[src/common/tio_pkg.sv]
/*
  shared constants and types for the channel 4 / channel 5 timer control block.
  assumes a single 25 MHz clock and an AXI4-Lite register bus with 32-bit data.
*/
package tio_pkg;

  localparam int ADDR_W = 32;
  localparam int DATA_W = 32;

  // printed offsets are byte offsets that are not word aligned: kept as indices
  localparam logic [31:0] CH4_CTRL_INDEX = 32'h0080034a;
  localparam logic [31:0] CH5_CTRL_INDEX = 32'h0080034b;
  localparam logic [31:0] CH4_CTRL_ADDR  = {CH4_CTRL_INDEX[29:0], 2'h0};
  localparam logic [31:0] CH5_CTRL_ADDR  = {CH5_CTRL_INDEX[29:0], 2'h0};

  localparam logic [7:0] CTRL_RESET = 8'h00;
  localparam int CTRL_W = 8;

  // channel 4 field layout
  localparam int CH4_CLK_LSB  = 0;
  localparam int CH4_EXT_BIT  = 2;
  localparam int CH4_SRC_LSB  = 3;
  localparam int CH4_MODE_LSB = 5;
  // channel 5 field layout
  localparam int CH5_CLK_LSB  = 0;
  localparam int CH5_SRC_LSB  = 3;
  localparam int CH5_MODE_LSB = 5;

  localparam logic [1:0] RESP_OKAY   = 2'h0;
  localparam logic [1:0] RESP_SLVERR = 2'h2;

  typedef enum logic [2:0] {
    MODE_SINGLE     = 3'h0,
    MODE_DELAYED    = 3'h1,
    MODE_CONTINUOUS = 3'h2,
    MODE_PWM        = 3'h3,
    MODE_MEAS_CLEAR = 3'h4,
    MODE_MEAS_FREE  = 3'h5,
    MODE_NOISE      = 3'h6,
    MODE_NOISE_ALT  = 3'h7
  } mode_t;

  typedef struct packed {
    logic single_shot;
    logic delayed_shot;
    logic continuous;
    logic pwm;
    logic measure_clear;
    logic measure_free;
    logic noise;
  } mode_flags_t;

  // mode outputs sit in single-shot while reset is held
  localparam mode_flags_t MODE_FLAGS_RESET = 7'h40;

  typedef struct packed {
    logic count_tick;
    logic event_pulse;
    logic capture;
    logic reinit;
  } chan_out_t;

  typedef enum logic [1:0] {
    WR_IDLE = 2'h0,
    WR_RESP = 2'h1
  } wr_state_t;

  typedef enum logic [1:0] {
    RD_IDLE = 2'h0,
    RD_DATA = 2'h1
  } rd_state_t;

endpackage

[src/design/timer_io_ch4_ch5_control.sv]
/*
  control registers and input selection for timer channels 4 and 5, with
  an AXI4-Lite slave for the two control registers.
  assumes clock buses and event buses are one-cycle pulses on aclk; the three
  external pins are asynchronous and are synchronised here.
*/
// How it works
// - bits 3-4 pick the channel 3/4 event source: 0x the pin, 10 event bus 2, 11 event bus 3.
// - the channel 4 mode field decodes into seven modes, 11x being noise processing.
// - in either measure mode a capture always strobes the measure load, enable bit or not.
// - in measure clear with the enable bit low a capture does not reinitialise the counter.
// - channel 5 clock select 0xx takes the clock pin, 100..111 take clock buses 0..3.
// - channel 5 source 0x selects nothing, 10 its event pin, 11 event bus 3.
// - channel 5 mode sits in the top three bits of its byte with the same encoding.
`timescale 1ns/1ps
module timer_io_ch4_ch5_control (
  input  wire logic                          aclk,
  input  wire logic                          aresetn,
  // AXI4-Lite slave
  input  wire logic [tio_pkg::ADDR_W-1:0]    s_axi_awaddr,
  input  wire logic                          s_axi_awvalid,
  output logic                               s_axi_awready,
  input  wire logic [tio_pkg::DATA_W-1:0]    s_axi_wdata,
  input  wire logic [3:0]                    s_axi_wstrb,
  input  wire logic                          s_axi_wvalid,
  output logic                               s_axi_wready,
  output logic [1:0]                         s_axi_bresp,
  output logic                               s_axi_bvalid,
  input  wire logic                          s_axi_bready,
  input  wire logic [tio_pkg::ADDR_W-1:0]    s_axi_araddr,
  input  wire logic                          s_axi_arvalid,
  output logic                               s_axi_arready,
  output logic [tio_pkg::DATA_W-1:0]         s_axi_rdata,
  output logic [1:0]                         s_axi_rresp,
  output logic                               s_axi_rvalid,
  input  wire logic                          s_axi_rready,
  // shared buses, pulses on aclk
  input  wire logic [3:0]                    clock_bus,
  input  wire logic [3:0]                    input_event_bus,
  // asynchronous pins
  input  wire logic                          ch34_ext_event_pin,
  input  wire logic                          ext_clock_pin_1,
  input  wire logic                          ext_event_pin_7,
  // to the channel counters
  output tio_pkg::mode_flags_t               ch4_mode,
  output tio_pkg::mode_flags_t               ch5_mode,
  output logic                               ch3_event,
  output tio_pkg::chan_out_t                 timer_channel_4,
  output tio_pkg::chan_out_t                 timer_channel_5
);

  // control registers
  logic [tio_pkg::CTRL_W-1:0] channel4_control;
  logic [tio_pkg::CTRL_W-1:0] channel5_control;

  // field views
  wire logic [1:0] ch4_clock_select;
  wire logic       ch4_ext_input_enable;
  wire logic [1:0] ch3_ch4_source_select;
  wire logic [2:0] ch4_mode_select;
  wire logic [2:0] ch5_clock_select;
  wire logic [1:0] ch5_source_select;
  wire logic [2:0] ch5_mode_select;

  assign ch4_clock_select      = channel4_control[tio_pkg::CH4_CLK_LSB +: 2];
  assign ch4_ext_input_enable  = channel4_control[tio_pkg::CH4_EXT_BIT];
  assign ch3_ch4_source_select = channel4_control[tio_pkg::CH4_SRC_LSB +: 2];
  assign ch4_mode_select       = channel4_control[tio_pkg::CH4_MODE_LSB +: 3];
  assign ch5_clock_select      = channel5_control[tio_pkg::CH5_CLK_LSB +: 3];
  assign ch5_source_select     = channel5_control[tio_pkg::CH5_SRC_LSB +: 2];
  assign ch5_mode_select       = channel5_control[tio_pkg::CH5_MODE_LSB +: 3];

  // pin synchronisers
  wire logic ch34_pin_rise;
  wire logic clk_pin_rise;
  wire logic ev7_pin_rise;

  pin_edge_sync u_sync_ch34 (
    .aclk    (aclk),
    .aresetn (aresetn),
    .pin     (ch34_ext_event_pin),
    .rise    (ch34_pin_rise)
  );

  pin_edge_sync u_sync_clk1 (
    .aclk    (aclk),
    .aresetn (aresetn),
    .pin     (ext_clock_pin_1),
    .rise    (clk_pin_rise)
  );

  pin_edge_sync u_sync_ev7 (
    .aclk    (aclk),
    .aresetn (aresetn),
    .pin     (ext_event_pin_7),
    .rise    (ev7_pin_rise)
  );

  // mode decoders
  tio_pkg::mode_flags_t ch4_flags;
  tio_pkg::mode_flags_t ch5_flags;

  mode_decode u_dec_ch4 (
    .code  (ch4_mode_select),
    .flags (ch4_flags)
  );

  mode_decode u_dec_ch5 (
    .code  (ch5_mode_select),
    .flags (ch5_flags)
  );

  // clock selection
  wire logic ch4_tick_sel;
  wire logic ch5_tick_sel;

  assign ch4_tick_sel = clock_bus[ch4_clock_select];
  assign ch5_tick_sel = ch5_clock_select[2] ? clock_bus[ch5_clock_select[1:0]] : clk_pin_rise;

  // enable/measure source selection
  wire logic ch34_event_sel;
  wire logic ch5_event_sel;

  assign ch34_event_sel = !ch3_ch4_source_select[1] ? ch34_pin_rise
                        : (ch3_ch4_source_select[0] ? input_event_bus[3] : input_event_bus[2]);
  assign ch5_event_sel  = !ch5_source_select[1] ? 1'b0
                        : (ch5_source_select[0] ? input_event_bus[3] : ev7_pin_rise);

  // on channel 4 the enable bit gates the event pulse in every mode and the reinit, but never the capture
  wire logic ch4_measuring;
  wire logic ch5_measuring;
  wire logic ch4_event_gated;
  wire logic ch4_capture;
  wire logic ch4_reinit;
  wire logic ch5_capture;
  wire logic ch5_reinit;

  assign ch4_measuring   = ch4_flags.measure_clear | ch4_flags.measure_free;
  assign ch5_measuring   = ch5_flags.measure_clear | ch5_flags.measure_free;
  assign ch4_event_gated = ch34_event_sel & ch4_ext_input_enable;
  assign ch4_capture     = ch4_measuring & ch34_event_sel;
  // without the enable bit the counter keeps counting through a capture
  assign ch4_reinit      = ch4_flags.measure_clear & ch34_event_sel & ch4_ext_input_enable;
  assign ch5_capture     = ch5_measuring & ch5_event_sel;
  assign ch5_reinit      = ch5_flags.measure_clear & ch5_event_sel;

  // bus decode
  wire logic aw_take;
  wire logic w_take;
  wire logic ar_take;
  wire logic aw_hit4;
  wire logic aw_hit5;
  wire logic ar_hit4;
  wire logic ar_hit5;
  wire logic wr_commit;
  wire logic wr_ok;

  logic [tio_pkg::ADDR_W-1:0] wr_addr;
  logic [7:0]                 wr_byte;
  logic                       wr_lane;
  logic                       aw_held;
  logic                       w_held;

  tio_pkg::wr_state_t wr_state;
  tio_pkg::wr_state_t next_wr_state;
  tio_pkg::rd_state_t rd_state;
  tio_pkg::rd_state_t next_rd_state;

  assign aw_take   = s_axi_awvalid & s_axi_awready;
  assign w_take    = s_axi_wvalid & s_axi_wready;
  assign ar_take   = s_axi_arvalid & s_axi_arready;
  assign aw_hit4   = wr_addr[31:2] == tio_pkg::CH4_CTRL_ADDR[31:2];
  assign aw_hit5   = wr_addr[31:2] == tio_pkg::CH5_CTRL_ADDR[31:2];
  assign ar_hit4   = s_axi_araddr[31:2] == tio_pkg::CH4_CTRL_ADDR[31:2];
  assign ar_hit5   = s_axi_araddr[31:2] == tio_pkg::CH5_CTRL_ADDR[31:2];
  // both halves held, in either order
  assign wr_commit = (wr_state == tio_pkg::WR_IDLE) & aw_held & w_held;
  assign wr_ok     = aw_hit4 | aw_hit5;

  always_comb begin
    next_wr_state = wr_state;
    case (wr_state)
      tio_pkg::WR_IDLE: if (wr_commit) next_wr_state = tio_pkg::WR_RESP;
      tio_pkg::WR_RESP: if (s_axi_bready) next_wr_state = tio_pkg::WR_IDLE;
      default:          next_wr_state = tio_pkg::WR_IDLE;
    endcase
  end

  always_comb begin
    next_rd_state = rd_state;
    case (rd_state)
      tio_pkg::RD_IDLE: if (ar_take) next_rd_state = tio_pkg::RD_DATA;
      tio_pkg::RD_DATA: if (s_axi_rready) next_rd_state = tio_pkg::RD_IDLE;
      default:          next_rd_state = tio_pkg::RD_IDLE;
    endcase
  end

  // write channel capture
  always_ff @(posedge aclk) begin
    if (!aresetn) begin
      aw_held       <= 1'b0;
      w_held        <= 1'b0;
      wr_addr       <= '0;
      wr_byte       <= 8'h00;
      wr_lane       <= 1'b0;
      s_axi_awready <= 1'b0;
      s_axi_wready  <= 1'b0;
    end else begin
      if (aw_take) begin
        aw_held <= 1'b1;
        wr_addr <= s_axi_awaddr;
      end else if (wr_commit) begin
        aw_held <= 1'b0;
      end
      if (w_take) begin
        w_held  <= 1'b1;
        wr_byte <= s_axi_wdata[7:0];
        wr_lane <= s_axi_wstrb[0];
      end else if (wr_commit) begin
        w_held  <= 1'b0;
      end
      // ready stays low from a take until the write response is taken, so one item per channel
      s_axi_awready <= !aw_take & !aw_held & (wr_state == tio_pkg::WR_IDLE) & !wr_commit;
      s_axi_wready  <= !w_take & !w_held & (wr_state == tio_pkg::WR_IDLE) & !wr_commit;
    end
  end

  // write response
  always_ff @(posedge aclk) begin
    if (!aresetn) begin
      wr_state     <= tio_pkg::WR_IDLE;
      s_axi_bvalid <= 1'b0;
      s_axi_bresp  <= tio_pkg::RESP_OKAY;
    end else begin
      wr_state <= next_wr_state;
      if (wr_commit) begin
        s_axi_bvalid <= 1'b1;
        s_axi_bresp  <= wr_ok ? tio_pkg::RESP_OKAY : tio_pkg::RESP_SLVERR;
      end else if (s_axi_bvalid & s_axi_bready) begin
        s_axi_bvalid <= 1'b0;
      end
    end
  end

  // register file; lane 0 carries the byte, upper lanes are ignored
  always_ff @(posedge aclk) begin
    if (!aresetn) begin
      channel4_control <= tio_pkg::CTRL_RESET;
      channel5_control <= tio_pkg::CTRL_RESET;
    end else if (wr_commit & wr_lane) begin
      if (aw_hit4) channel4_control <= wr_byte;
      if (aw_hit5) channel5_control <= wr_byte;
    end
  end

  // read path
  wire logic [7:0] rd_byte;
  assign rd_byte = ar_hit4 ? channel4_control : (ar_hit5 ? channel5_control : 8'h00);

  always_ff @(posedge aclk) begin
    if (!aresetn) begin
      rd_state      <= tio_pkg::RD_IDLE;
      s_axi_arready <= 1'b0;
      s_axi_rvalid  <= 1'b0;
      s_axi_rdata   <= '0;
      s_axi_rresp   <= tio_pkg::RESP_OKAY;
    end else begin
      rd_state      <= next_rd_state;
      s_axi_arready <= (next_rd_state == tio_pkg::RD_IDLE) & !ar_take;
      if (ar_take) begin
        s_axi_rvalid <= 1'b1;
        s_axi_rdata  <= {24'h000000, rd_byte};
        s_axi_rresp  <= (ar_hit4 | ar_hit5) ? tio_pkg::RESP_OKAY : tio_pkg::RESP_SLVERR;
      end else if (s_axi_rvalid & s_axi_rready) begin
        s_axi_rvalid <= 1'b0;
      end
    end
  end

  // registered channel outputs; mode changes mid-count are not guarded here
  always_ff @(posedge aclk) begin
    if (!aresetn) begin
      ch4_mode        <= tio_pkg::MODE_FLAGS_RESET;
      ch5_mode        <= tio_pkg::MODE_FLAGS_RESET;
      ch3_event       <= 1'b0;
      timer_channel_4 <= '0;
      timer_channel_5 <= '0;
    end else begin
      ch4_mode                    <= ch4_flags;
      ch5_mode                    <= ch5_flags;
      ch3_event                   <= ch34_event_sel;
      timer_channel_4.count_tick  <= ch4_tick_sel;
      timer_channel_4.event_pulse <= ch4_event_gated;
      timer_channel_4.capture     <= ch4_capture;
      timer_channel_4.reinit      <= ch4_reinit;
      timer_channel_5.count_tick  <= ch5_tick_sel;
      timer_channel_5.event_pulse <= ch5_event_sel;
      timer_channel_5.capture     <= ch5_capture;
      timer_channel_5.reinit      <= ch5_reinit;
    end
  end

endmodule // timer_io_ch4_ch5_control

[src/design/pin_edge_sync.sv]
/*
  two flip-flop synchroniser with a rising-edge pulse behind it.
  assumes the pin is asynchronous to aclk and held at least two periods.
*/
`timescale 1ns/1ps
module pin_edge_sync (
  input  wire logic aclk,
  input  wire logic aresetn,
  input  wire logic pin,
  output logic      rise
);
  logic meta;
  logic stable;
  logic stable_d;

  // only the second stage reads meta
  always_ff @(posedge aclk) begin
    if (!aresetn) begin
      meta     <= 1'b0;
      stable   <= 1'b0;
      stable_d <= 1'b0;
      rise     <= 1'b0;
    end else begin
      meta     <= pin;
      stable   <= meta;
      stable_d <= stable;
      rise     <= stable & ~stable_d;
    end
  end
endmodule // pin_edge_sync

[src/design/mode_decode.sv]
/*
  decodes a three-bit channel mode code into one-hot mode flags.
  assumes the code comes from a register on the same clock.
*/
`timescale 1ns/1ps
module mode_decode (
  input  wire logic [2:0]          code,
  output tio_pkg::mode_flags_t     flags
);
  tio_pkg::mode_t mode;

  assign mode = tio_pkg::mode_t'(code);

  always_comb begin
    flags = '0;
    case (mode)
      tio_pkg::MODE_SINGLE:     flags.single_shot   = 1'b1;
      tio_pkg::MODE_DELAYED:    flags.delayed_shot  = 1'b1;
      tio_pkg::MODE_CONTINUOUS: flags.continuous    = 1'b1;
      tio_pkg::MODE_PWM:        flags.pwm           = 1'b1;
      tio_pkg::MODE_MEAS_CLEAR: flags.measure_clear = 1'b1;
      tio_pkg::MODE_MEAS_FREE:  flags.measure_free  = 1'b1;
      tio_pkg::MODE_NOISE:      flags.noise         = 1'b1;
      tio_pkg::MODE_NOISE_ALT:  flags.noise         = 1'b1;
      default:                  flags.single_shot   = 1'b1;
    endcase
  end
endmodule // mode_decode

[config.mk]
export PLATFORM = sky130hd
export DESIGN_NAME = timer_io_ch4_ch5_control
export DESIGN_NICKNAME = d
export VERILOG_FILES = /design/src/common/tio_pkg.sv /design/src/design/timer_io_ch4_ch5_control.sv /design/src/design/pin_edge_sync.sv /design/src/design/mode_decode.sv
export SDC_FILE = /design/constraint.sdc
export NUM_CORES = 1
export LEC_CHECK = 0
export BUFFER_PORTS_ARGS = -buffer_cell sky130_fd_sc_hd__buf_2
export CAP_MARGIN = 5
export CORE_UTILIZATION = 30
export CTS_CLUSTER_SIZE = 25
export DETAILED_ROUTE_END_ITERATION = 16
export GPL_TIMING_DRIVEN = 1
export PLACE_DENSITY = 0.57
export SKIP_LAST_GASP = 1
export SYNTH_ARGS = -nofsm -noshare
export SYNTH_HDL_FRONTEND = slang
export SYNTH_HIERARCHICAL = 1
export SYNTH_SLANG_ARGS = --single-unit
export TNS_END_PERCENT = 20
[constraint.sdc]
create_clock -name aclk -period 2.3 [get_ports aclk]
set_clock_uncertainty 0.2 [all_clocks]
set_input_delay 0.115 -clock aclk [delete_from_list [all_inputs] [get_ports aclk]]
set_output_delay 0.115 -clock aclk [all_outputs]
set_load 0.05 [all_outputs]
==> results.ini <==
[timing]
rsz0062_at_grt=false
max_slew_margin_pct=59.0
finalSetupTns_ns=0
slew_viol_final=0
timing.final.hold_violations=0
worst_slew_pin_slew_ns=0.615
whs_ns=0.0214
period_share_pct=84.6
setup_viol=0
clock.fmax_mhz=514
period_minus_slack_ns=1.95

[worst_setup_path]
worstPathRequired_ns=2.38
critical_path_class=reg -> reg
start_kind=register
cp_data_arrival_time_ns=2.02
path_buf_inv=1
cp_slowest_cell=nand4_1
ff2ff_setup_slack_ns=0.35
crit_path_max_incr_delay_ns=0.33
r2r_start=wr_addr[6]
cp_max_fo=8
worst_setup_path_end_kind=register
cp_cell_sequence=nor4b_2 > nand4_1 > nor4_4 > buf_4 > mux2i_1
path_delay_family=simple AND/OR/NAND/NOR gates
crit_start=wr_addr[6]

[global_routing]
grt_antenna_before_repair=0
grtUsageTotal_pct=13.6
first_global_vias=3299
grt_pass1_wl_um=15300
grt_max_degree=58
gr-total-overflow=0

[cells_and_area]
fin_util_pct=41.6
nets=745
layout-drive-gt1-share_pct=27.1
final_area_mm2=0.00578
n_fill_cell=1393
diodes=0
synthToLayoutAreaGrowth_pct=35.4

[pwr]
p_comb_share_pct=11.0
switching_share_pct=25.6
clock_power_share_pct=39.5
total_power_uw=4020
sequentialPowerShare_pct=49.5
switching_power_uw=1030
peakVddDrop_uv=298
p_leak_uw=0.00243
p_int_uw=2990
cellPowerDensity_mw_per_mm2=695

[cts]
cts-buffers-inserted=9
cts.sinks=110
root_buffer=clkbuf_16
clock_path_buffers=2
cts_resized=0
ctsHoldBuffers=49
cts_tree=yes
insertion_delay_ns=0.35
post_cts_buffers=0
htreeDepth=3
path_clk_slew_ns=0.07

[place]
placed_area_mm2=0.00498
dpl.hpwl_um=6660
routabilityCongestion=0.773
portBuffers=122

[drt]
viasPerCell=4.38
drc=0
ant_nets=0
route.vias.total=3558
drtPass1Iterations=4
drt_iter0_markers=103
wl_per_cell_um=12.0
wl_um=9730

[logic_synthesis]
syn_area_per_cell_um2=9.27
syn_area_mm2=0.00426
syn_inst=460
synth_edf_count=0
synth_ff_type=dfxtp_1
ys_seq_elements=110
ys_async_sr_fraction_pct=0
yosysUniqueCellTypes=34
synth_warnings=6
seq_area_frac_synth_pct=51.6

[hold_path]
hp-class=in -> reg
hp-start=clock_bus[1]

[floorplanning]
die_h_um=121
die_w_um=121
core.rowCount=43
initial_core_util_pct=30.7
dieArea_mm2=0.0147
io_pins=182
fp.coreArea_mm2=0.0139

[run]
cap_violations=0

[status]
status=finished, final reports clean

-- sequential cells by signal (all words and copies together), names as in the netlist, 2 cells and up --
signal,count
ch4_mode,7
ch5_mode,7
channel4_control,8
channel5_control,8
rd_state,2
s_axi_rdata,8
timer_channel_4,4
timer_channel_5,4
wr_addr,30
wr_byte,8
-- cell usage in the layout, fill, tap and decap left out, types with 3 or more instances in the layout --
cell           instances
nand2_1              115
or4_1                  8
nor4_1                 4
and2_1                16
clkbuf_16              9
nor3_1                10
nor3b_1                6
nand2b_1               7
and3b_1                5
buf_2                122
nand4_1                3
buf_4                  5
nor2_1                 9
and3b_2                4
nor4_4                 3
conb_1                27
dlygate4sd3_1         49
mux2i_1               26
dfxtp_1              110
and2_2                11
a21oi_1               53
-- cell usage after synthesis, drive strengths merged, types with 3 or more instances --
cell type	instances	area [µm²]
nor4	7	88.8
buf	28	203
a21oi	53	265
dfxtp	110	2200
inv	3	11.3
nor3	10	50.1
nand4	4	31.3
nor4b	4	47.6
clkbuf	19	71.3
mux2i	26	260
or4	8	60.1
nor3b	6	45.0
nand2b	7	43.8
nor2	9	33.8
and2	27	183
nand2	115	432
and3b	9	83.8
-- final cells by class --
cell class	count	area, µm²	share of cell area (%)
Inverter	3	11.3	0.195
Clock inverter	7	78.8	1.36
Clock buffer	9	225	3.90
Timing Repair Buffer	177	1160	20.1
Tap cell	180	225	3.90
Multi-Input combinational cell	326	1870	32.5
Sequential cell	110	2200	38.1
-- per-stage QoR --
step,setup WS (ns),cells
2_1_floorplan,0.431,486
3_3_place_gp,0.387,747
3_5_place_dp,0.343,747
4_1_cts,0.334,812
5_1_grt,0.172,812
6_report,0.354,812
-- worst paths after layout --
path / to / cells past startpoint
min reg2reg: rd_state[0] / 1
max: channel4_control[3] / 5
max reg2reg: channel4_control[3] / 5
min: timer_channel_4[3] / 3
-- worst min-delay path: cells and delay by family --
kind | cells | cell delay, ns
buffers and inverters | 1 | 0.09
muxes | 1 | 0.21
and+or+nand+nor | 1 | 0.12
-- cells by family after synthesis --
kind of cell | synth area share, %
multiplexers | 7.42
AND/OR/NAND/NOR | 27.1
flip-flops | 51.6
buffers and inverters | 6.69
other | 0.0879
AO/OA/AOI/OAI | 7.10
-- power groups by stage --
stage	Combinational [µW]	Sequential, µW	Clock, µW
final	442	1990	1590
after global routing	483	1990	1710
after CTS	444	1990	1640
after detailed placement	380	2030	0
after global placement	373	2030	0
after floorplan	261	2060	0
-- per-layer routing --
layer  routed length [µm]  up-vias  global-route usage [%]
li1                     -     1827                       -
met1                 4190     1623                    15.6
met2                 4850      102                    23.7
met3                  592        6                    4.28
met4                   94        0                    4.86
met5                    0        -                       0
Note: power is estimated with default switching activity, not from simulation.
